### config.mk
export PLATFORM = sky130hd
export DESIGN_NAME = pio_error_detect_log
export DESIGN_NICKNAME = d
export VERILOG_FILES = /design/src/pio_err_pkg.sv /design/src/pio_error_detect_log.sv /design/src/pio_err_class.sv
export SDC_FILE = /design/constraint.sdc
export NUM_CORES = 1
export LEC_CHECK = 0
export BUFFER_PORTS_ARGS = -buffer_cell sky130_fd_sc_hd__buf_2
export CAP_MARGIN = 10
export CELL_PAD_IN_SITES_DETAIL_PLACEMENT = 0
export CELL_PAD_IN_SITES_GLOBAL_PLACEMENT = 1
export CORE_UTILIZATION = 23
export CTS_CLUSTER_DIAMETER = 200
export DETAILED_ROUTE_END_ITERATION = 8
export GPL_TIMING_DRIVEN = 0
export MAX_ROUTING_LAYER = met4
export PLACE_DENSITY_LB_ADDON = 0.1
export SYNTH_ARGS = -nofsm -noshare
export SYNTH_HDL_FRONTEND = slang
export SYNTH_HIERARCHICAL = 1
export SYNTH_SLANG_ARGS = --single-unit
### constraint.sdc
create_clock -name i_sys_clk -period 3.65 [get_ports i_sys_clk]
set_clock_uncertainty 0.1 [all_clocks]
set_input_delay 0.73 -clock i_sys_clk [delete_from_list [all_inputs] [get_ports i_sys_clk]]
set_output_delay 0.73 -clock i_sys_clk [all_outputs]
set_load 0.03 [all_outputs]
### src/pio_err_pkg.sv
// Package with constants for the PIO error detect and log block
package pio_err_pkg;
    // ========================================
    // Error status bit positions
    localparam int STAT_W             = 64;
    localparam int BIT_IFACE_UE       = 1;
    localparam int BIT_UNIT_TAG_CE    = 2;
    localparam int BIT_IFACE_TAG_CE   = 3;
    localparam int BIT_DATA_PAR       = 14;
    localparam int BIT_DISPATCH_PAR   = 15;
    localparam int BIT_REQ_DATA_PAR   = 18;
    localparam int BIT_REQ_UE         = 19;
    localparam int BIT_RET_FIFO_UE    = 20;
    localparam int BIT_DMA_FIFO_UE    = 21;
    localparam int BIT_TAG_UE         = 22;
    localparam int BIT_TOKEN_PAR      = 42;
    // ========================================
    // Incoming interface packet flag positions
    localparam int PKT_W              = 32;
    localparam int PKT_DMA_UE         = 29;
    localparam int PKT_UNMAPPED       = 30;
    localparam int PKT_TIMEOUT        = 31;
    // ========================================
    // Widths, register offsets and reset values
    localparam int PA_W               = 40;
    localparam int TAG_W              = 16;
    localparam int ETAG_W             = 8;
    localparam int RQ_W               = 5;
    localparam int CPU_W              = 3;
    localparam int THR_W              = 3;
    localparam int ADDR_W             = 4;
    localparam logic [3:0] OFF_STAT_LO  = 4'h0;
    localparam logic [3:0] OFF_STAT_HI  = 4'h1;
    localparam logic [3:0] OFF_FATAL_LO = 4'h2;
    localparam logic [3:0] OFF_FATAL_HI = 4'h3;
    localparam logic [3:0] OFF_EIE      = 4'h4;
    localparam logic [3:0] OFF_USYN0    = 4'h5;
    localparam logic [3:0] OFF_USYN1    = 4'h6;
    localparam logic [3:0] OFF_ISYN0    = 4'h7;
    localparam logic [3:0] OFF_ISYN1    = 4'h8;
    localparam logic [3:0] OFF_ISYN2    = 4'h9;
    localparam logic [63:0] STAT_RST    = 64'h0;
    localparam logic [63:0] FATAL_RST   = 64'h0;
    // ========================================
    // Response codes
    localparam logic [1:0] ERR_NONE   = 2'h0;
    localparam logic [1:0] ERR_CORR   = 2'h1;
    localparam logic [1:0] ERR_UNCORR = 2'h2;
endpackage

### src/pio_error_detect_log.sv
// PIO load/store error detection, logging and response steering
`timescale 1ns/10ps
module pio_error_detect_log (
    input  wire logic        i_sys_clk,
    input  wire logic        i_reset_n,
    // Request side, sampled once per request
    input  wire logic        i_req_valid,
    input  wire logic        i_req_is_store,
    input  wire logic [7:0]  i_req_etag,
    input  wire logic [4:0]  i_req_type,
    input  wire logic [2:0]  i_req_cpu,
    input  wire logic [2:0]  i_req_thread,
    input  wire logic [39:0] i_req_addr,
    input  wire logic        i_req_ue,
    input  wire logic        i_req_data_par,
    input  wire logic        i_dma_fifo_par,
    input  wire logic        i_dispatch_par,
    // Load return from the I/O interface
    input  wire logic        i_ret_valid,
    input  wire logic [7:0]  i_ret_etag,
    input  wire logic [15:0] i_ret_tag,
    input  wire logic [39:0] i_ret_addr,
    input  wire logic [31:0] i_ret_pkt,
    input  wire logic        i_iface_ue,
    input  wire logic        i_iface_tag_ce,
    input  wire logic        i_tag_ue,
    input  wire logic        i_tag_ce,
    input  wire logic        i_data_par,
    input  wire logic        i_ret_fifo_err,
    input  wire logic        i_token_valid,
    input  wire logic        i_token_par,
    // Register port
    input  wire logic [3:0]  i_addr,
    input  wire logic [31:0] i_wdata,
    input  wire logic        i_wr,
    input  wire logic        i_rd,
    output logic      [31:0] o_rdata,
    // Responses
    output logic             o_resp_valid,
    output logic             o_resp_is_ack,
    output logic      [1:0]  o_resp_err,
    output logic      [2:0]  o_resp_cpu,
    output logic      [2:0]  o_resp_thread,
    output logic             o_dma_cancel,
    output logic             o_warm_reset,
    output logic             o_trap,
    output logic      [1:0]  o_core_error_status
);
    // ========================================
    // State
    typedef struct packed {
        logic [63:0] soc_error_status;
        logic [63:0] fatal_en;
        logic        error_irq_enable;
        logic [7:0]  usyn_etag;
        logic [4:0]  usyn_type;
        logic [2:0]  usyn_cpu;
        logic [2:0]  usyn_thread;
        logic [39:0] usyn_addr;
        logic [15:0] usyn_tag;
        logic [7:0]  isyn_etag;
        logic [15:0] isyn_tag;
        logic [39:0] isyn_addr;
        logic [2:0]  pend_cpu;
        logic [2:0]  pend_thread;
        logic [31:0] rdata;
        logic        resp_valid;
        logic        resp_is_ack;
        logic [1:0]  resp_err;
        logic [2:0]  resp_cpu;
        logic [2:0]  resp_thread;
        logic        dma_cancel;
        logic        warm_reset;
        logic        trap;
        logic [1:0]  core_status;
    } state_t;

    state_t      s_q;
    state_t      s_d;
    logic [63:0] set_bits;
    logic        pkt_ue;
    logic        is_load;
    logic        is_store;

    assign is_load  = i_req_valid & ~i_req_is_store;
    assign is_store = i_req_valid & i_req_is_store;

    pio_err_class u_class (
        .i_is_load      (is_load),
        .i_is_store     (is_store),
        .i_req_ue       (i_req_ue),
        .i_req_data_par (i_req_data_par),
        .i_dma_fifo_par (i_dma_fifo_par),
        .i_ret_fifo_err (i_ret_fifo_err),
        .i_ret_valid    (i_ret_valid),
        .i_iface_ue     (i_iface_ue),
        .i_iface_tag_ce (i_iface_tag_ce),
        .i_tag_ue       (i_tag_ue),
        .i_tag_ce       (i_tag_ce),
        .i_data_par     (i_data_par),
        .i_dispatch_par (i_dispatch_par),
        .i_token_valid  (i_token_valid),
        .i_token_par    (i_token_par),
        .i_pkt          (i_ret_pkt),
        .o_set          (set_bits),
        .o_pkt_ue       (pkt_ue)
    );

    // ========================================
    // Next state
    always_comb begin
        logic        fatal;
        logic        any_new;
        logic        has_ue;
        logic        has_ce;
        logic        no_resp;
        logic [63:0] clr;
        fatal   = |(set_bits & s_q.fatal_en);
        any_new = |set_bits;
        has_ce  = set_bits[pio_err_pkg::BIT_IFACE_TAG_CE] | set_bits[pio_err_pkg::BIT_UNIT_TAG_CE];
        has_ue  = any_new & ~has_ce;
        no_resp = set_bits[pio_err_pkg::BIT_RET_FIFO_UE] | set_bits[pio_err_pkg::BIT_REQ_UE] |
                  set_bits[pio_err_pkg::BIT_TAG_UE] | set_bits[pio_err_pkg::BIT_IFACE_UE];
        clr     = '0;
        s_d = s_q;
        s_d.resp_valid  = 1'b0;
        s_d.resp_is_ack = 1'b0;
        s_d.resp_err    = pio_err_pkg::ERR_NONE;
        s_d.dma_cancel  = 1'b0;
        s_d.trap        = 1'b0;
        s_d.rdata       = '0;

        // Register writes; clearing is write-one-to-clear
        if (i_wr) begin
            case (i_addr)
                pio_err_pkg::OFF_STAT_LO:  clr[31:0]            = i_wdata;
                pio_err_pkg::OFF_STAT_HI:  clr[63:32]           = i_wdata;
                pio_err_pkg::OFF_FATAL_LO: s_d.fatal_en[31:0]   = i_wdata;
                pio_err_pkg::OFF_FATAL_HI: s_d.fatal_en[63:32]  = i_wdata;
                pio_err_pkg::OFF_EIE:      s_d.error_irq_enable = i_wdata[0];
                default: ;
            endcase
        end
        // New events win over a clear in the same cycle
        s_d.soc_error_status = (s_q.soc_error_status & ~clr) | set_bits;

        // Syndrome capture: requester fields
        if (set_bits[pio_err_pkg::BIT_REQ_UE] | set_bits[pio_err_pkg::BIT_DMA_FIFO_UE] |
            (is_load & set_bits[pio_err_pkg::BIT_REQ_DATA_PAR])) begin
            s_d.usyn_etag   = i_req_etag;
            s_d.usyn_type   = i_req_type;
            s_d.usyn_cpu    = i_req_cpu;
            s_d.usyn_thread = i_req_thread;
            s_d.usyn_addr   = i_req_addr;
        end
        if (set_bits[pio_err_pkg::BIT_TAG_UE] | set_bits[pio_err_pkg::BIT_DATA_PAR]) begin
            s_d.usyn_tag = i_ret_tag;
        end
        if (set_bits[pio_err_pkg::BIT_IFACE_UE]) begin
            s_d.isyn_etag = i_ret_etag;
            s_d.isyn_tag  = i_ret_tag;
            s_d.isyn_addr = i_ret_addr;
        end

        // Remember the requester so a later return can be steered back
        if (i_req_valid) begin
            s_d.pend_cpu    = i_req_cpu;
            s_d.pend_thread = i_req_thread;
        end

        // Response selection; a requester left hung is meant to be caught by the fatal path
        if (fatal) begin
            s_d.warm_reset = 1'b1;
        end else if (!no_resp) begin
            if (i_req_valid && (i_dma_fifo_par || i_req_data_par || i_dispatch_par)) begin
                s_d.resp_valid  = 1'b1;
                s_d.resp_is_ack = i_req_is_store;
                s_d.resp_cpu    = i_req_cpu;
                s_d.resp_thread = i_req_thread;
                if (i_req_is_store) begin
                    // Store data parity: uncorrectable indication; FIFO parity: clean ack
                    s_d.resp_err = i_req_data_par ? pio_err_pkg::ERR_UNCORR
                                                  : pio_err_pkg::ERR_NONE;
                end else if (i_dma_fifo_par || i_dispatch_par) begin
                    s_d.resp_err = pio_err_pkg::ERR_UNCORR;
                end else begin
                    s_d.resp_err = pio_err_pkg::ERR_NONE;
                end
            end else if (i_ret_valid) begin
                s_d.resp_valid  = 1'b1;
                s_d.resp_cpu    = s_q.pend_cpu;
                s_d.resp_thread = s_q.pend_thread;
                if (pkt_ue || set_bits[pio_err_pkg::BIT_DATA_PAR]) begin
                    s_d.resp_err = pio_err_pkg::ERR_UNCORR;
                end else if (has_ce) begin
                    s_d.resp_err = pio_err_pkg::ERR_CORR;
                end
            end
        end
        if (set_bits[pio_err_pkg::BIT_DMA_FIFO_UE] && !fatal) begin
            s_d.dma_cancel = 1'b1;
        end
        if (any_new && !fatal && s_q.error_irq_enable) begin
            s_d.trap        = 1'b1;
            s_d.core_status = has_ue ? pio_err_pkg::ERR_UNCORR : pio_err_pkg::ERR_CORR;
        end

        // Read data appear the cycle after the strobe
        if (i_rd) begin
            case (i_addr)
                pio_err_pkg::OFF_STAT_LO:  s_d.rdata = s_q.soc_error_status[31:0];
                pio_err_pkg::OFF_STAT_HI:  s_d.rdata = s_q.soc_error_status[63:32];
                pio_err_pkg::OFF_FATAL_LO: s_d.rdata = s_q.fatal_en[31:0];
                pio_err_pkg::OFF_FATAL_HI: s_d.rdata = s_q.fatal_en[63:32];
                pio_err_pkg::OFF_EIE:      s_d.rdata = {31'h0, s_q.error_irq_enable};
                pio_err_pkg::OFF_USYN0:    s_d.rdata = s_q.usyn_addr[31:0];
                pio_err_pkg::OFF_USYN1:    s_d.rdata = {s_q.usyn_tag[4:0], s_q.usyn_thread,
                                                        s_q.usyn_cpu, s_q.usyn_type,
                                                        s_q.usyn_etag, s_q.usyn_addr[39:32]};
                pio_err_pkg::OFF_ISYN0:    s_d.rdata = s_q.isyn_addr[31:0];
                pio_err_pkg::OFF_ISYN1:    s_d.rdata = {s_q.isyn_tag, s_q.isyn_etag,
                                                        s_q.isyn_addr[39:32]};
                pio_err_pkg::OFF_ISYN2:    s_d.rdata = {16'h0, s_q.usyn_tag};
                default:                   s_d.rdata = 32'h0;
            endcase
        end
    end

    // ========================================
    // Registers
    always_ff @(posedge i_sys_clk or negedge i_reset_n) begin
        if (!i_reset_n) begin
            s_q                  <= '0;
            s_q.soc_error_status <= pio_err_pkg::STAT_RST;
            s_q.fatal_en         <= pio_err_pkg::FATAL_RST;
        end else begin
            s_q <= s_d;
        end
    end

    assign o_rdata             = s_q.rdata;
    assign o_resp_valid        = s_q.resp_valid;
    assign o_resp_is_ack       = s_q.resp_is_ack;
    assign o_resp_err          = s_q.resp_err;
    assign o_resp_cpu          = s_q.resp_cpu;
    assign o_resp_thread       = s_q.resp_thread;
    assign o_dma_cancel        = s_q.dma_cancel;
    // Warm reset is sticky: only the chip reset that it triggers clears it
    assign o_warm_reset        = s_q.warm_reset;
    assign o_trap              = s_q.trap;
    assign o_core_error_status = s_q.core_status;
endmodule // pio_error_detect_log

### src/pio_err_class.sv
// Combinational classifier: maps one cycle's request, return and token error inputs to status bits
`timescale 1ns/10ps
module pio_err_class (
    input  wire logic        i_is_load,
    input  wire logic        i_is_store,
    input  wire logic        i_req_ue,
    input  wire logic        i_req_data_par,
    input  wire logic        i_dma_fifo_par,
    input  wire logic        i_ret_fifo_err,
    input  wire logic        i_ret_valid,
    input  wire logic        i_iface_ue,
    input  wire logic        i_iface_tag_ce,
    input  wire logic        i_tag_ue,
    input  wire logic        i_tag_ce,
    input  wire logic        i_data_par,
    input  wire logic        i_dispatch_par,
    input  wire logic        i_token_valid,
    input  wire logic        i_token_par,
    input  wire logic [31:0] i_pkt,
    output logic      [63:0] o_set,
    output logic             o_pkt_ue
);
    logic any_req;

    assign any_req = i_is_load | i_is_store;

    always_comb begin
        o_set = '0;
        o_set[pio_err_pkg::BIT_REQ_UE]       = any_req & i_req_ue;
        o_set[pio_err_pkg::BIT_REQ_DATA_PAR] = any_req & i_req_data_par;
        o_set[pio_err_pkg::BIT_DMA_FIFO_UE]  = any_req & i_dma_fifo_par;
        o_set[pio_err_pkg::BIT_RET_FIFO_UE]  = i_ret_fifo_err;
        o_set[pio_err_pkg::BIT_IFACE_UE]     = i_ret_valid & i_iface_ue;
        o_set[pio_err_pkg::BIT_IFACE_TAG_CE] = i_ret_valid & i_iface_tag_ce;
        o_set[pio_err_pkg::BIT_TAG_UE]       = i_ret_valid & i_tag_ue;
        o_set[pio_err_pkg::BIT_UNIT_TAG_CE]  = i_ret_valid & i_tag_ce;
        o_set[pio_err_pkg::BIT_DATA_PAR]     = i_ret_valid & i_data_par;
        o_set[pio_err_pkg::BIT_DISPATCH_PAR] = i_is_load & i_dispatch_par;
        o_set[pio_err_pkg::BIT_TOKEN_PAR]    = i_token_valid & i_token_par;
        // Packet flags are reported but never logged
        o_pkt_ue = i_ret_valid & (i_pkt[pio_err_pkg::PKT_TIMEOUT] |
                   i_pkt[pio_err_pkg::PKT_UNMAPPED] | i_pkt[pio_err_pkg::PKT_DMA_UE]);
    end
endmodule // pio_err_class

==> flow_metrics.py <==
metrics = {
    "floorplan": {
        "die_h_um": 252,
        "start_util_pct": 23.3,
        "ios": 257,
        "fp.dieArea_mm2": 0.0636,
        "rows": 91,
        "core_area_mm2": 0.0617,
        "die_x_um": 252,
    },
    "grt": {
        "antenna_found_initial": 9,
        "grt_max_degree": 109,
        "overflow": 0,
        "grt_pass1_vias": 11200,
        "grt.total_usage_pct": 20.8,
        "grt_pass1_wl_um": 89300,
    },
    "synthesis": {
        "ys_types": 43,
        "synthCells": 1128,
        "synth_top_family_by_area": "multiplexers",
        "yosys-top-cells-count": "dfrtp_1 (321), mux2_2 (207), buf_4 (96)",
        "synthMuxAreaShare_pct": 17.1,
        "synth-async-reset-ratio_pct": 100,
        "synthFlopType": "dfrtp_1",
        "synth_area_per_cell_um2": 12.8,
        "synth_simple_gate_area_share_pct": 5.30,
        "synthTopCellsByArea": "dfrtp_1 (56%), mux2_2 (16%), buf_4 (5.0%)",
        "synth_warnings": 6,
        "yosysMostFrequentCell": "dfrtp_1",
        "yosysTopAreaCell": "dfrtp_1",
        "synthDominantCellAreaShare_pct": 55.8,
        "ys_seq_area_share_pct": 55.8,
        "synthAdderAreaFrac_pct": 0,
        "synthesis.area_mm2": 0.0144,
        "synthXorXnorAreaFrac_pct": 0,
        "synth_seq_cells": 321,
        "synth-compound-area-share_pct": 15.2,
        "synth_edf_count": 0,
    },
    "layout": {
        "syn2layout_area_growth_pct": 27.2,
        "fin_nets": 1665,
        "final_area_mm2": 0.0183,
        "drive_gt1_share_pct": 41.4,
    },
    "setup_path": {
        "critical-path-slowest-cell": "or4_1",
        "crit_arrival_ns": 3.83,
        "cp-start-kind": "input pin",
        "path_buf_inv": 3,
        "crit_required_ns": 3.99,
        "path_class": "input pin to flop",
        "crit_chain": "buf_2 > clkbuf_1 > and2_1 > o21a_1 > a22o_1 > a221oi_2 > nand4_1 > or4_1 > buf_2 > nor3_4 > mux2_4",
        "cp_slowest_stage_delay_ns": 0.61,
        "path_max_fanout": 10,
        "crit_top_cell": "buf_2",
        "cp-end-kind": "flop",
        "critical_path.top_delay_family": "simple AND/OR/NAND/NOR gates",
    },
    "sta": {
        "fmax_ghz": 0.287,
        "fin_ws_ns": 0.162,
        "fin_crit_sh_pct": 95.5,
        "slew_headroom_pct": 16.1,
        "slew_violations": 0,
        "hold_viol": 0,
        "hold_ws_ns": 0.289,
        "tightest_slew_ns": 1.26,
        "setup_viol": 0,
        "period_minus_slack_ns": 3.49,
        "rsz0062_at_grt": "false",
    },
    "run_status": {
        "status": "finished, final reports clean",
    },
    "detailed_routing": {
        "viasPerCell": 4.59,
        "drtIter0Drc": 674,
        "vias": 10700,
        "ant_nets": 0,
        "wirelength_um": 63800,
        "drt_pass1_iterations": 9,
        "wl_per_cell_um": 27.4,
        "drc": 0,
    },
    "clocking": {
        "cts_made_buffers": 42,
        "cts.sinks": 321,
        "root_buffer": "clkbuf_16",
        "clk_pin_slew_ns": 0.06,
        "clock_latency_ns": 0.57,
        "cts_buffer_depth": 3,
        "cts_tree": "built",
        "cts_htree_levels": 2,
    },
    "pwr": {
        "vdd_drop_max_mv": 0.274,
        "p_sw_share_pct": 28.0,
        "p_switching_uw": 2830,
        "p_int_uw": 7280,
        "clock_power_share_pct": 41.8,
        "power.leakage_uw": 0.00774,
        "comb_power_share_pct": 13.8,
        "pwr-share-seq_pct": 44.4,
        "powerDensity_mw_per_mm2": 552,
    },
    "placement": {
        "placed_cell_area_mm2": 0.0169,
        "place_ws_ns": -0.857,
        "routabilityCongestion": 0.868,
        "hpwl_um": 48300,
        "io_buffer_count": 226,
    },
    "min_path": {
        "hold_class": "input pin to flop",
    },
    "run": {
        "drv_cap": 0,
    },
}
==> metrics by stage <==
step	power, uW	setup TNS (ns)	std cells	util, %
after floorplan	5150	0	1180	-
after global placement	5870	-1704.12	2243	27.2
after detailed placement	5910	-25.71	2247	27.3
after CTS	10200	0	2324	29.6
after global routing	10500	0	2326	29.7
final	10100	0	2327	29.7
==> power groups by stage <==
stage	Sequential, uW	Combinational, uW	Clock, uW
floorplan	4280	871	0
global placement	4540	1330	0
detailed placement	4550	1360	0
CTS	4490	1370	4350
global route	4530	1510	4470
finish	4480	1400	4230
==> worst paths after layout <==
check / to / cells after the start / slack [ns] / from
setup / recovery: o_resp_cpu[1] / 11 / 0.16 / i_req_valid
hold / removal: s_q[138] / 2 / 0.29 / i_req_addr[5]
setup reg to reg: o_resp_cpu[1] / 7 / 0.40 / s_q[235]
hold reg to reg: o_warm_reset / 1 / 0.37 / o_warm_reset
max in group asynchronous: s_q[124] / 4 / 1.46 / i_reset_n
min in group asynchronous: o_rdata[13] / 2 / 0.59 / i_reset_n
==> registers in the layout, indices dropped and copies added, names as in the netlist <==
| name | count |
|---|---|
| s_q | 274 |
| o_resp_is_ack | 1 |
| o_core_error_status | 2 |
| o_resp_cpu | 3 |
| o_resp_err | 2 |
| o_rdata | 32 |
| o_resp_thread | 3 |
| o_trap | 1 |
| o_warm_reset | 1 |
| o_resp_valid | 1 |
| o_dma_cancel | 1 |
==> layout make-up <==
cell class	count	area, um2
Antenna cell	3	7.51
Buffer	154	948
Fill cell	6499	43400
Sequential cell	321	8030
Timing Repair Buffer	232	1260
Multi-Input combinational cell	702	5610
Clock inverter	8	90.1
Tap cell	837	1050
Inverter	2	7.51
Clock buffer	68	1300
==> worst reg2reg max path, stage by stage (launching register included) <==
cell and delay [ns]:
dfrtp_1 0.46, a22o_1 0.25, a221oi_1 0.53, nand4_1 0.24, or4_1 0.53, buf_2 0.23, nor3_4 0.44, mux2_4 0.34
==> cells by family (layout without fill, tap and decap cells) <==
group	Yosys count	after routing
AOI/OAI and AO/OA	272	272
buffers and inverters	157	464
DFF	321	321
muxes	216	216
other	1	56
and+or+nand+nor	161	161
==> layer usage <==
layer	vias up	wire length (um)	global-route usage (%)
li1	4768	-	-
met1	5552	30600	28.6
met2	304	29400	32.5
met3	65	2570	2.70
met4	0	1170	4.87
met5	-	0	-
==> placed cells by master (no fill, tap or decap), types with 18 or more instances in the layout <==
| cell type | count |
|---|---|
| a22o_1 | 26 |
| mux2_2 | 207 |
| a21o_1 | 63 |
| buf_4 | 96 |
| buf_2 | 226 |
| conb_1 | 53 |
| clkbuf_16 | 45 |
| a221oi_1 | 18 |
| a22oi_1 | 93 |
| nand2_1 | 84 |
| dfrtp_1 | 321 |
| clkbuf_1 | 55 |
==> repair_timing <==
item / 4_1_cts / 5_1_grt
cloned: 0 / 0
setup buffers: 0 / 0
endpoints found under the hold margin: 1 / 0
pin swaps: 0 / 0
setup endpoints to repair: 13 / 10
gates resized for setup: 4 / 0
hold buffers: 1 / 0
Power figures use the tool's default switching activity.
